$ cat src/include/sjt_defs.svh
// constants for the sram test access port
`ifndef SJT_DEFS_SVH
`define SJT_DEFS_SVH
`define SJT_IR_W        3
`define SJT_ID_W        32
`define SJT_IR_CAPTURE  3'h1
`define SJT_INS_EXTEST  3'h0
`define SJT_INS_IDCODE  3'h1
`define SJT_INS_SAMPLE  3'h2
`define SJT_INS_BYPASS  3'h7
`define SJT_RST_EDGES   5
`endif

$ cat src/include/sjt_pkg.sv
// types for the sram test access port
package sjt_pkg;
  typedef enum logic [3:0] {
    SJT_TLR  = 4'h0,
    SJT_RTI  = 4'h1,
    SJT_SDRS = 4'h2,
    SJT_CDR  = 4'h3,
    SJT_SDR  = 4'h4,
    SJT_E1DR = 4'h5,
    SJT_PDR  = 4'h6,
    SJT_E2DR = 4'h7,
    SJT_UDR  = 4'h8,
    SJT_SIRS = 4'h9,
    SJT_CIR  = 4'ha,
    SJT_SIR  = 4'hb,
    SJT_E1IR = 4'hc,
    SJT_PIR  = 4'hd,
    SJT_E2IR = 4'he,
    SJT_UIR  = 4'hf
  } sjt_state_e;
  typedef logic [2:0] sjt_ins_t;
endpackage

$ cat src/hdl/sjt_sync.sv
// two-flop synchroniser for pin inputs
`default_nettype none
module sjt_sync (
  input  wire logic i_clk,
  input  wire logic i_resetn,
  input  wire logic i_ce,
  input  wire logic i_d,
  output logic      o_q
);
  logic meta_reg;
  // resets to one: an idle pin reads as a pulled-up level
  always_ff @(posedge i_clk or negedge i_resetn) begin
    if (!i_resetn) begin
      meta_reg <= 1'b1;
      o_q      <= 1'b1;
    end else if (i_ce) begin
      meta_reg <= i_d;
      o_q      <= meta_reg;
    end
  end
endmodule
`default_nettype wire

$ cat src/hdl/sjt_fsm.sv
// tap controller state stepping
`default_nettype none
module sjt_fsm
  import sjt_pkg::*;
(
  input  wire logic          i_tms,
  input  wire sjt_pkg::sjt_state_e i_cur,
  output sjt_pkg::sjt_state_e      o_next
);
  always_comb begin
    case (i_cur)
      SJT_TLR:  o_next = i_tms ? SJT_TLR  : SJT_RTI;
      SJT_RTI:  o_next = i_tms ? SJT_SDRS : SJT_RTI;
      SJT_SDRS: o_next = i_tms ? SJT_SIRS : SJT_CDR;
      SJT_CDR:  o_next = i_tms ? SJT_E1DR : SJT_SDR;
      SJT_SDR:  o_next = i_tms ? SJT_E1DR : SJT_SDR;
      SJT_E1DR: o_next = i_tms ? SJT_UDR  : SJT_PDR;
      SJT_PDR:  o_next = i_tms ? SJT_E2DR : SJT_PDR;
      SJT_E2DR: o_next = i_tms ? SJT_UDR  : SJT_SDR;
      SJT_UDR:  o_next = i_tms ? SJT_SDRS : SJT_RTI;
      SJT_SIRS: o_next = i_tms ? SJT_TLR  : SJT_CIR;
      SJT_CIR:  o_next = i_tms ? SJT_E1IR : SJT_SIR;
      SJT_SIR:  o_next = i_tms ? SJT_E1IR : SJT_SIR;
      SJT_E1IR: o_next = i_tms ? SJT_UIR  : SJT_PIR;
      SJT_PIR:  o_next = i_tms ? SJT_E2IR : SJT_PIR;
      SJT_E2IR: o_next = i_tms ? SJT_UIR  : SJT_SIR;
      SJT_UIR:  o_next = i_tms ? SJT_SDRS : SJT_RTI;
      default:  o_next = SJT_TLR;
    endcase
  end
endmodule
`default_nettype wire

$ cat src/hdl/sjt_tap.sv
// boundary-scan test access port of the sram
`include "sjt_defs.svh"
`default_nettype none
// How it works
// - standard sixteen-state tap controller implemented
// - inputs on test clock rise, tdo on fall, status outputs each clk
// - sampled tms alone steps the controller
// - floating tms reads as one
// - floating tdi reads as one
// - state and instruction pick the serial path
// - tdo driven only while shifting, path's end
// - tdo changes only on test clock fall
// - no test reset pin; tms or power-up
// - five tms-high rises reach test-logic-reset
// - controller resets itself at power-up
// - port stays idle until test clock toggles
// - three-bit instruction, idcode preloaded on reset
// - capture-ir loads 01 into low bits
// - one-bit bypass path under bypass
// - 32-bit id captured, shifted lsb first
module sjt_tap
  import sjt_pkg::*;
#(
  parameter logic [31:0] ID_CODE = 32'h0000_0001 // arbitrary value
) (
  input  wire logic i_clk,
  input  wire logic i_resetn,
  input  wire logic i_ce,
  input  wire logic i_tck,
  input  wire logic i_tms,
  input  wire logic i_tms_oe,
  input  wire logic i_tdi,
  input  wire logic i_tdi_oe,
  output logic      o_tdo,
  output logic      o_tdo_oe,
  output logic      o_tap_reset,
  output logic [2:0] o_ins
);
  logic       tck_s;
  logic       tms_s;
  logic       tdi_s;
  logic       tck_d_reg;
  logic       rise;
  logic       fall;
  logic       tms_raw_s;
  logic       tms_oe_s;
  logic       tdi_raw_s;
  logic       tdi_oe_s;
  sjt_state_e state_reg;
  sjt_state_e state_next;
  sjt_ins_t   ir_sh_reg;
  sjt_ins_t   ir_reg;
  logic       byp_reg;
  logic [31:0] id_reg;
  logic       path_bit;
  logic       shifting;

  function automatic logic is_id(input sjt_ins_t ins);
    return ins == `SJT_INS_IDCODE;
  endfunction

  sjt_sync u_sync_tck (
    .i_clk    (i_clk),
    .i_resetn (i_resetn),
    .i_ce     (i_ce),
    .i_d      (i_tck),
    .o_q      (tck_s)
  );
  // value and enable cross apart; both settle long before a rise
  sjt_sync u_sync_tms (
    .i_clk    (i_clk),
    .i_resetn (i_resetn),
    .i_ce     (i_ce),
    .i_d      (i_tms),
    .o_q      (tms_raw_s)
  );
  sjt_sync u_sync_tms_oe (
    .i_clk    (i_clk),
    .i_resetn (i_resetn),
    .i_ce     (i_ce),
    .i_d      (i_tms_oe),
    .o_q      (tms_oe_s)
  );
  sjt_sync u_sync_tdi (
    .i_clk    (i_clk),
    .i_resetn (i_resetn),
    .i_ce     (i_ce),
    .i_d      (i_tdi),
    .o_q      (tdi_raw_s)
  );
  sjt_sync u_sync_tdi_oe (
    .i_clk    (i_clk),
    .i_resetn (i_resetn),
    .i_ce     (i_ce),
    .i_d      (i_tdi_oe),
    .o_q      (tdi_oe_s)
  );

  // a pin whose driver is absent acts as pulled up
  assign tms_s = tms_oe_s ? tms_raw_s : 1'b1;
  assign tdi_s = tdi_oe_s ? tdi_raw_s : 1'b1;

  // edge finder; tck resets high so a parked clock gives no edge
  always_ff @(posedge i_clk or negedge i_resetn) begin
    if (!i_resetn) begin
      tck_d_reg <= 1'b1;
    end else if (i_ce) begin
      tck_d_reg <= tck_s;
    end
  end
  assign rise = tck_s & ~tck_d_reg;
  assign fall = ~tck_s & tck_d_reg;

  sjt_fsm u_fsm (
    .i_tms  (tms_s),
    .i_cur  (state_reg),
    .o_next (state_next)
  );

  // power-up reset is the only asynchronous path; no test reset pin
  always_ff @(posedge i_clk or negedge i_resetn) begin
    if (!i_resetn) begin
      state_reg <= SJT_TLR;
    end else if (i_ce && rise) begin
      state_reg <= state_next;
    end
  end

  // instruction shifter and active instruction
  always_ff @(posedge i_clk or negedge i_resetn) begin
    if (!i_resetn) begin
      ir_sh_reg <= `SJT_INS_IDCODE;
      ir_reg    <= `SJT_INS_IDCODE;
    end else if (i_ce && rise) begin
      if (state_next == SJT_TLR) begin
        ir_reg <= `SJT_INS_IDCODE;
      end
      case (state_reg)
        SJT_CIR: begin
          ir_sh_reg <= `SJT_IR_CAPTURE;
        end
        SJT_SIR: begin
          ir_sh_reg <= {tdi_s, ir_sh_reg[2:1]};
        end
        SJT_UIR: begin
          ir_reg <= ir_sh_reg;
        end
        default: begin
        end
      endcase
    end
  end

  // data registers
  always_ff @(posedge i_clk or negedge i_resetn) begin
    if (!i_resetn) begin
      byp_reg <= 1'b0;
      id_reg  <= 32'h0000_0000;
    end else if (i_ce && rise) begin
      if (state_reg == SJT_CDR) begin
        byp_reg <= 1'b0;
        if (is_id(ir_reg)) begin
          id_reg <= ID_CODE;
        end
      end else if (state_reg == SJT_SDR) begin
        byp_reg <= tdi_s;
        if (is_id(ir_reg)) begin
          id_reg <= {tdi_s, id_reg[31:1]};
        end
      end
    end
  end

  // path end: shift-ir uses the instruction shifter; otherwise idcode uses id, anything else unimplemented acts as bypass
  always_comb begin
    if (state_reg == SJT_SIR) begin
      path_bit = ir_sh_reg[0];
    end else if (is_id(ir_reg)) begin
      path_bit = id_reg[0];
    end else begin
      path_bit = byp_reg;
    end
  end
  assign shifting = (state_reg == SJT_SDR) || (state_reg == SJT_SIR);

  // output launched on the falling edge after the shift state is entered
  always_ff @(posedge i_clk or negedge i_resetn) begin
    if (!i_resetn) begin
      o_tdo    <= 1'b0;
      o_tdo_oe <= 1'b0;
    end else if (i_ce && fall) begin
      o_tdo    <= path_bit;
      o_tdo_oe <= shifting;
    end
  end

  always_ff @(posedge i_clk or negedge i_resetn) begin
    if (!i_resetn) begin
      o_tap_reset <= 1'b1;
      o_ins       <= `SJT_INS_IDCODE;
    end else if (i_ce) begin
      o_tap_reset <= (state_reg == SJT_TLR);
      o_ins       <= ir_reg;
    end
  end

  // five rises with tms high from anywhere end in reset
  logic [2:0] hi_cnt_reg;
  always_ff @(posedge i_clk or negedge i_resetn) begin
    if (!i_resetn) begin
      hi_cnt_reg <= 3'h0;
    end else if (i_ce && rise) begin
      if (!tms_s) begin
        hi_cnt_reg <= 3'h0;
      end else if (hi_cnt_reg != 3'h7) begin
        hi_cnt_reg <= hi_cnt_reg + 3'h1;
      end
    end
  end

  AST_FIVE_HIGH_RESET: assert property (
    @(posedge i_clk) disable iff (!i_resetn)
    hi_cnt_reg >= 3'(`SJT_RST_EDGES) |-> state_reg == SJT_TLR)
    else $error("tap not in reset after five tms-high rises");

  AST_STEP_ONLY_ON_RISE: assert property (
    @(posedge i_clk) disable iff (!i_resetn)
    !(i_ce && rise) |=> $stable(state_reg))
    else $error("state moved without a test clock rise");

  AST_TDO_ONLY_ON_FALL: assert property (
    @(posedge i_clk) disable iff (!i_resetn)
    !$past(i_ce && fall) |-> $stable(o_tdo) && $stable(o_tdo_oe))
    else $error("tdo changed without a test clock fall");

  AST_TDO_OFF_IDLE: assert property (
    @(posedge i_clk) disable iff (!i_resetn)
    (i_ce && fall && !shifting) |=> !o_tdo_oe)
    else $error("tdo enabled outside shift states");

  AST_TDO_ON_SHIFT: assert property (
    @(posedge i_clk) disable iff (!i_resetn)
    (i_ce && fall && shifting) |=> o_tdo_oe && o_tdo == $past(path_bit))
    else $error("tdo not driven from path end while shifting");

  AST_CAPTURE_IR: assert property (
    @(posedge i_clk) disable iff (!i_resetn)
    (i_ce && rise && state_reg == SJT_CIR) |=> ir_sh_reg[1:0] == 2'h1)
    else $error("capture-ir did not load 01");

  AST_TLR_IDCODE: assert property (
    @(posedge i_clk) disable iff (!i_resetn)
    (i_ce && rise && state_reg == SJT_TLR) |=> ir_reg == `SJT_INS_IDCODE)
    else $error("idcode not preloaded in reset state");

  AST_ID_CAPTURE: assert property (
    @(posedge i_clk) disable iff (!i_resetn)
    (i_ce && rise && state_reg == SJT_CDR && ir_reg == `SJT_INS_IDCODE)
    |=> id_reg == ID_CODE)
    else $error("id register not captured");

  AST_BYPASS_SHIFT: assert property (
    @(posedge i_clk) disable iff (!i_resetn)
    (i_ce && rise && state_reg == SJT_SDR) |=> byp_reg == $past(tdi_s))
    else $error("bypass bit did not take tdi");

  AST_IDLE_TCK: assert property (
    @(posedge i_clk) disable iff (!i_resetn)
    $past(i_ce) && $stable(tck_s) |-> !rise && !fall)
    else $error("edge seen on a parked test clock");

  COV_IR_UPDATE: cover property (
    @(posedge i_clk) disable iff (!i_resetn)
    i_ce && rise && state_reg == SJT_UIR);
  COV_ID_SHIFT: cover property (
    @(posedge i_clk) disable iff (!i_resetn)
    o_tdo_oe && ir_reg == `SJT_INS_IDCODE);
  COV_BYPASS: cover property (
    @(posedge i_clk) disable iff (!i_resetn)
    o_tdo_oe && ir_reg == `SJT_INS_BYPASS);
  COV_FIVE_RESET: cover property (
    @(posedge i_clk) disable iff (!i_resetn)
    i_ce && rise && tms_s && hi_cnt_reg == 3'h4);
  COV_TMS_FLOAT: cover property (
    @(posedge i_clk) disable iff (!i_resetn)
    i_ce && rise && !tms_oe_s);

  AST_TLR_ENTRY_IDCODE: assert property (
    @(posedge i_clk) disable iff (!i_resetn)
    (i_ce && rise && state_next == SJT_TLR) |=> ir_reg == `SJT_INS_IDCODE)
    else $error("idcode not loaded on entering reset state");

  AST_IR_UPDATE: assert property (
    @(posedge i_clk) disable iff (!i_resetn)
    (i_ce && rise && state_reg == SJT_UIR) |=> ir_reg == $past(ir_sh_reg))
    else $error("instruction not updated from shifter");

  AST_STATUS_LAG: assert property (
    @(posedge i_clk) disable iff (!i_resetn)
    i_ce |=> o_tap_reset == $past(state_reg == SJT_TLR)
    && o_ins == $past(ir_reg))
    else $error("status outputs do not follow the controller");
endmodule
`default_nettype wire

$ cat config.mk
export PLATFORM = sky130hd
export DESIGN_NAME = sjt_tap
export DESIGN_NICKNAME = d
export VERILOG_FILES = /design/src/include/sjt_pkg.sv /design/src/hdl/sjt_sync.sv /design/src/hdl/sjt_fsm.sv /design/src/hdl/sjt_tap.sv
export VERILOG_INCLUDE_DIRS = /design/src /design/src/include
export SDC_FILE = /design/constraint.sdc
export NUM_CORES = 1
export LEC_CHECK = 0
export BUFFER_PORTS_ARGS = -buffer_cell sky130_fd_sc_hd__buf_2
export CAP_MARGIN = 20
export CORE_UTILIZATION = 54
export DETAILED_ROUTE_END_ITERATION = 8
export GPL_ROUTABILITY_DRIVEN = 1
export HOLD_SLACK_MARGIN = 0.05
export PLACE_DENSITY = 0.74
export REMOVE_ABC_BUFFERS = 1
export SLEW_MARGIN = 30
export SYNTH_ARGS = -nofsm -noshare
export SYNTH_HDL_FRONTEND = slang
export SYNTH_SLANG_ARGS = --single-unit
$ cat constraint.sdc
create_clock -name i_clk -period 1.4 [get_ports i_clk]
set_input_delay 0.28 -clock i_clk [delete_from_list [all_inputs] [get_ports i_clk]]
set_output_delay 0.28 -clock i_clk [all_outputs]
set_load 0.1 [all_outputs]
Yosys cells after proc, flatten, opt, wreduce, memory -nomap -nowiden

Cells that the tools add are included.

Bits in registers: 60
Latch bits: 0
Bits in writable memories: 0
ROM bits: 0
Bits of input ports: 8
Logic and storage cells: 81
Memories: 0

Add/subtract/negate cells: 0
Multiply operators: 0
Divide/modulo/power cells: 0
$lt $le $gt $ge: 0
Eq/ne operators: 16
Shifts and indexed selects: 0
Muxes and demuxes: 26
Bitwise gates (word level): 4
Reductions and logical operators: 15

Operators with widths:

| kind               | number |
|---|---|
| $mux 32            | 4 |
| $pmux 4 s12        | 1 |
| $eq 4x4->1 const B | 8 |
| $eq 4x3->1 const B | 4 |
| $mux 4             | 4 |
| $mux 3             | 4 |
| $mux 1             | 9 |
| $eq 4x2->1 const B | 2 |
| $logic_not 4->1    | 2 |
| $mux 2             | 3 |
| $pmux 3 s2         | 1 |
| $reduce_and 2->1   | 3 |
| $reduce_bool 2->1  | 3 |
| $eq 4x1->1 const B | 1 |
| $reduce_or 2->1    | 2 |
| $eq 3x1->1 const B | 1 |
| $reduce_and 3->1   | 1 |
| $reduce_or 3->1    | 1 |
| $and 1x1->1        | 2 |
| $logic_and 1x1->1  | 2 |
| $not 1->1          | 2 |
| $logic_or 1x1->1   | 1 |

Depth between registers and ports, before layout

Depth after elaboration: 6
Mapped depth: 7
Gate-level depth less buffers: 4

By module

From an unflattened synthesis, not the netlist that was laid out.

Cells, all modules: 263
Area total of the unflattened synthesis: 2889.0 um2

Modules (own cells, without submodules):

| module   | instances | cells each | area each (um2) | seq. area each (um2) |
|---|---|---|---|---|
| sjt_tap  | 1         | 210        | 2304.7          | 1257.5 |
| sjt_sync | 5         | 4          | 75.1            | 52.6 |
| sjt_fsm  | 1         | 33         | 209.0           | 0.0 |

Worst setup path after synthesis

No wires, ideal clock.

Path kind: register to register
From: register u_sync_tck.o_q
To: register ir_reg[0]
Arrival: 1.412 ns
Required time: 1.318 ns
Setup slack: -0.093 ns
Stages on the path, launching flop included: 5
Path buffers: 1
Period minus slack after synthesis: 1.493 ns
Cells stage by stage: dfstp_2 nand3b_4 or3_1 buf_2 a211o_1

Cells in the longest elaborated chain, start to end: 3

RTL lines:

| what                              | line           | text |
|---|---|---|
| start: declaration                | sjt_sync.sv:8  | `output logic o_q` |
| start signal: assignment          | sjt_sync.sv:18 | `o_q <= meta_reg;` |
| $and 1x1->1                       | sjt_tap.sv:111 | `assign rise = tck_s & ~tck_d_reg;` |
| $logic_and 1x1->1                 | -              |  |
| $reduce_and 2->1 (no source line) | -              |  |
| end signal: assignment            | sjt_tap.sv:133 | `` ir_reg <= `SJT_INS_IDCODE; `` |
| end signal: assignment            | sjt_tap.sv:136 | `` ir_reg <= `SJT_INS_IDCODE; `` |
| end signal: assignment            | sjt_tap.sv:146 | `ir_reg <= ir_sh_reg;` |
| end: declaration                  | sjt_tap.sv:52  | `sjt_ins_t ir_reg;` |

No other way between the ends.
A chain may end at the register's enable or synchronous reset.

Worst setup path in the final report

From: register ir_reg[0]
To: register o_tdo

Cells in the longest elaborated chain, start to end: 3

RTL lines:

| what                        | line           | text |
|---|---|---|
| $eq 3x1->1 (no source line) | -              |  |
| $mux 1                      | sjt_tap.sv:178 | `end else if (is_id(ir_reg)) begin` |
| $mux 1                      | sjt_tap.sv:176 | `if (state_reg == SJT_SIR) begin` |
| end signal: assignment      | sjt_tap.sv:192 | `o_tdo <= path_bit;` |
| end: declaration            | sjt_tap.sv:34  | `output logic o_tdo,` |

No other way between the ends.

==> results.md <==
- The run finished, with violations left.
- The checks that failed: setup timing.
- The post-route worst setup slack is -0.1141 ns.
- The global placement routability congestion is roughly 0.84.
- The post-route core utilization is 74.29%.
- Per report_power, the clock group accounts for 23.6% of the total.
- The reported max-cap violation count is 0.
- The worst setup path is captured at a flip-flop.
- The detailed-route vias per instance is around 5.3.
- The initialized floorplan defines 25 standard-cell rows.
- The cell-internal power is 3.697 mW.
- The maximum clock insertion buffer count is 2.
- The analysis attributes to cell leakage a power of 1.521 nW.
- The filler cells instantiated in the layout total around 340.
- The slowest stage of the critical path belongs to the cell dfstp_2.
- CTS built an H-tree with a depth of 3.
- The initial core utilization is 56.76%.
- The number of synthesized register bits is 60.
- Clock latency on the worst-skew pair, taken at its later pin, is about 0.34 ns.
- The area taken by flip-flops and latches is approximately 0.0015 sq mm.
- The power after layout is 5.824 mW.
- The first-pass GRT wire length is 9273 um.
- The total wire length after detailed routing is around 5600 um.
- The initial antenna violation count is 0.
- The total count of max-transition violations in the final report came to 0.
- In the layout the commonest cells are nand2_1, dfrtp_1, o21ai_1, buf_4, mux2_2.
- Yosys mapped the design onto 38 distinct sky130hd cell types.
- For this design the total switching power over the nets is between 2 and 2.5 mW.
- The maximum number of pins on one net before global-route repair is 61.
- The multi-input combinational cells in the finished layout cover a total of around 0.0012 sq mm.
- The placed instance area is around 0.0031 sq mm.
- After routing the design area is ~0.0035 sq mm.
- The switching power share of the total is a little over a third.
- The instance count along the most critical hold path is 2.
- Across the VDD grid, the largest voltage drop is 0.0008570 V.
- The post-synthesis area per instance is 10.11 sq um.
- The number of failing hold endpoints at the final stage was 0.
- For the worst setup path, the data arrival time is 1.75 ns.
- The total routing usage reported by global routing is 23.73%.
- The first TritonRoute pass finished after 4 iterations.
- The clock slew seen by the registers of the worst setup and hold paths is 0.07 ns.
- The via count of the first global-routing pass is a little over 2000.
- On the worst path, the slowest cell contributes a delay of around 0.54 ns.
- The flip-flop cell with the highest count after synthesis is dfrtp_1.
- In the routed design, unresolved DRC markers number 0.
- Measured in cells, the most critical reg-to-reg path has a length of 5.
- Counting every instance in the synthesized netlist gives 267.
- The cell sitting at the root of the clock tree is a clkbuf_8.
- The count of vias placed by the detailed router is a little over 2000.
- The type of the worst min-delay path is in -> reg.
- The standard cell core area is 0.004755 sq mm.
- In this run the tool buffered the top-level ports with 13 buffer cells.
- The aggregate global routing overflow is 0.
- On the final layout, the worst clock skew is between 0.009 and 0.01 ns.
- The commonest non-fill, non-tap cell in the layout is nand2_1.
- After legalization and detailed placement, the total HPWL measured around 3600 um.
- The mapped netlist covers roughly 0.0027 sq mm.
- STA puts the critical path data required time at between 1.5 and 2 ns.
- Power spread over the standard cell area amounts to about 1600 mW/mm^2.
- The post-synthesis sequential area ratio is between 50% and 60%.
- The kind of launch point of the worst setup path is a flip-flop.
- The signal on the critical path passes through nor3b_4 -> buf_6 -> mux2_4 -> mux2i_1 -> o21ai_1.
- Setup repair after global routing could not meet its margin everywhere.
- The die outline height is between 70 and 80 um.
- Yosys printed 0 warnings.
- The count of nets left with antenna violations once routing finished came out at 0.
- The number of enable flip-flop cells after synthesis is 0.
- Counting the buffers created by CTS gives 9.
- Setup violations remaining at the end of the flow were counted as 40.
- Dividing the final minimum period by the clock period gives 108.2%.
- For this run, asynchronously set or reset flops after synthesis account for 100.0%.
- The worst max-slew margin expressed relative to the limit is between 70% and 80%.
- The number of nets in the final layout is 323.
- The clock drives 60 sinks.
- Per report_power, the combinational group accounts for about two fifths of the total.
- Pin placement for this block handled 14 I/O pins.
- The number of flip-flops in the largest register is 32.
- The wire length per cell is approximately 15 um.
- The synthesis-to-layout area growth is 30.88%.
- In this run, flip-flops and latches consume approximately 38% of the power.
- The die covers 0.005285 sq mm.
- For the pin with the worst max-slew slack, the measured transition is 0.3150 ns.
- TritonCTS built the clock tree.
- The timing-limited maximum frequency is between 0.6 and 0.7 GHz.
- The time the worst path needs with I/O delays and setup is 1.514 ns.
- The number of diodes added for antenna fixing is 0.
- In this run the horizontal extent of the chip is around 73 um.
- The worst setup path category is reg -> reg.
- In this run, the number of DRC markers left after iteration 0 of detailed routing was 88.
- Along the worst path, the maximum fanout reaches 2.
- The fraction of layout instances using a drive strength above 1 is between 40% and 50%.
## power groups by stage
| stage | combinational [mW] | clock (mW) | sequential, mW |
|---|---|---|---|
| after floorplan | 0.635 | 0 | 2.62 |
| after global placement | 1.82 | 0 | 2.17 |
| after detailed placement | 1.85 | 0 | 2.18 |
| after CTS | 2.05 | 1.40 | 2.17 |
| after global routing | 2.43 | 1.47 | 2.20 |
| final | 2.27 | 1.37 | 2.18 |
## cells by family after synthesis
| logic type | synth area share (%) |
|---|---|
| and+or+nand+nor | 17.06 |
| AOI/OAI and AO/OA | 13.63 |
| DFF | 56.33 |
| buffers and inverters | 4.033 |
| muxes | 8.623 |
| xor gates and xnor gates | 0.3246 |
## area by class of cell
cell class / instances / share of cell area (%)
sequential: 60 / 43.04
clock buffer: 10 / 3.897
inverter: 4 / 0.4959
clock inverter: 6 / 1.098
multi-input combinational: 184 / 34.25
timing repair buffer: 56 / 14.84
tap: 67 / 2.373
## per-layer routing
metal	GRT usage, %	routed length [um]	share of wire (%)	up-vias
li1	-	-	-	1013
met1	30.23	2512	45	990
met2	38.21	2780	49	34
met3	6.492	215	3.8	12
met4	10.46	133	2.4	0
met5	0	0	0	-
## cell usage after synthesis (4+ instances only)
master    number  area share (%)
dfstp_2       15              15
nor2_1         7            0.97
a21oi_1        6             1.1
buf_2         12             2.2
nand3_1        4            0.74
nand2_1       71             9.9
dfrtp_1       45              42
inv_1          4            0.56
o21ai_1       30             5.6
o21ai_0        9             1.7
clkbuf_1       5            0.70
mux2_2        18             7.5
## metrics by stage
step | setup TNS, ns | instances | hold WS [ns] | setup slack, ns
5_1_grt | -6.515 | 387 | 0.1590 | -0.1902
2_1_floorplan | -19.89 | 248 | -0.01559 | -0.8013
4_1_cts | -3.475 | 383 | 0.1547 | -0.1279
3_5_place_dp | -4.854 | 363 | 0.3071 | -0.2005
6_report | -2.946 | 387 | 0.1634 | -0.1141
3_3_place_gp | -3.497 | 363 | 0.3078 | -0.1392
## repair_timing
action,in CTS,in global routing
cloned,0,0
pin swaps,8,11
gates resized for setup,27,30
buffers inserted,3,4
endpoints found under the setup margin,44,47
hold buffers,1,0
endpoints found under the hold margin,45,0
## final timing paths
check                           from                     end  slack, ns
max                        ir_reg[0]                   o_tdo      -0.11
min                         i_tdi_oe  u_sync_tdi_oe.meta_reg       0.16
max reg2reg                ir_reg[0]                   o_tdo      -0.11
min reg2reg                id_reg[6]               id_reg[6]       0.48
max in group asynchronous   i_resetn               tck_d_reg       0.62
min in group asynchronous   i_resetn            state_reg[0]       0.48
## worst max-delay path: cells and delay by family (launching register included)
| kind | cells | cell delay [ns] |
|---|---|---|
| buffers and inverters | 1 | 0.14 |
| multiplexers | 2 | 0.44 |
| flip-flops | 1 | 0.54 |
| AO/OA/AOI/OAI | 1 | 0.09 |
| AND/OR/NAND/NOR | 1 | 0.21 |
(Power assumes the default switching activity.)
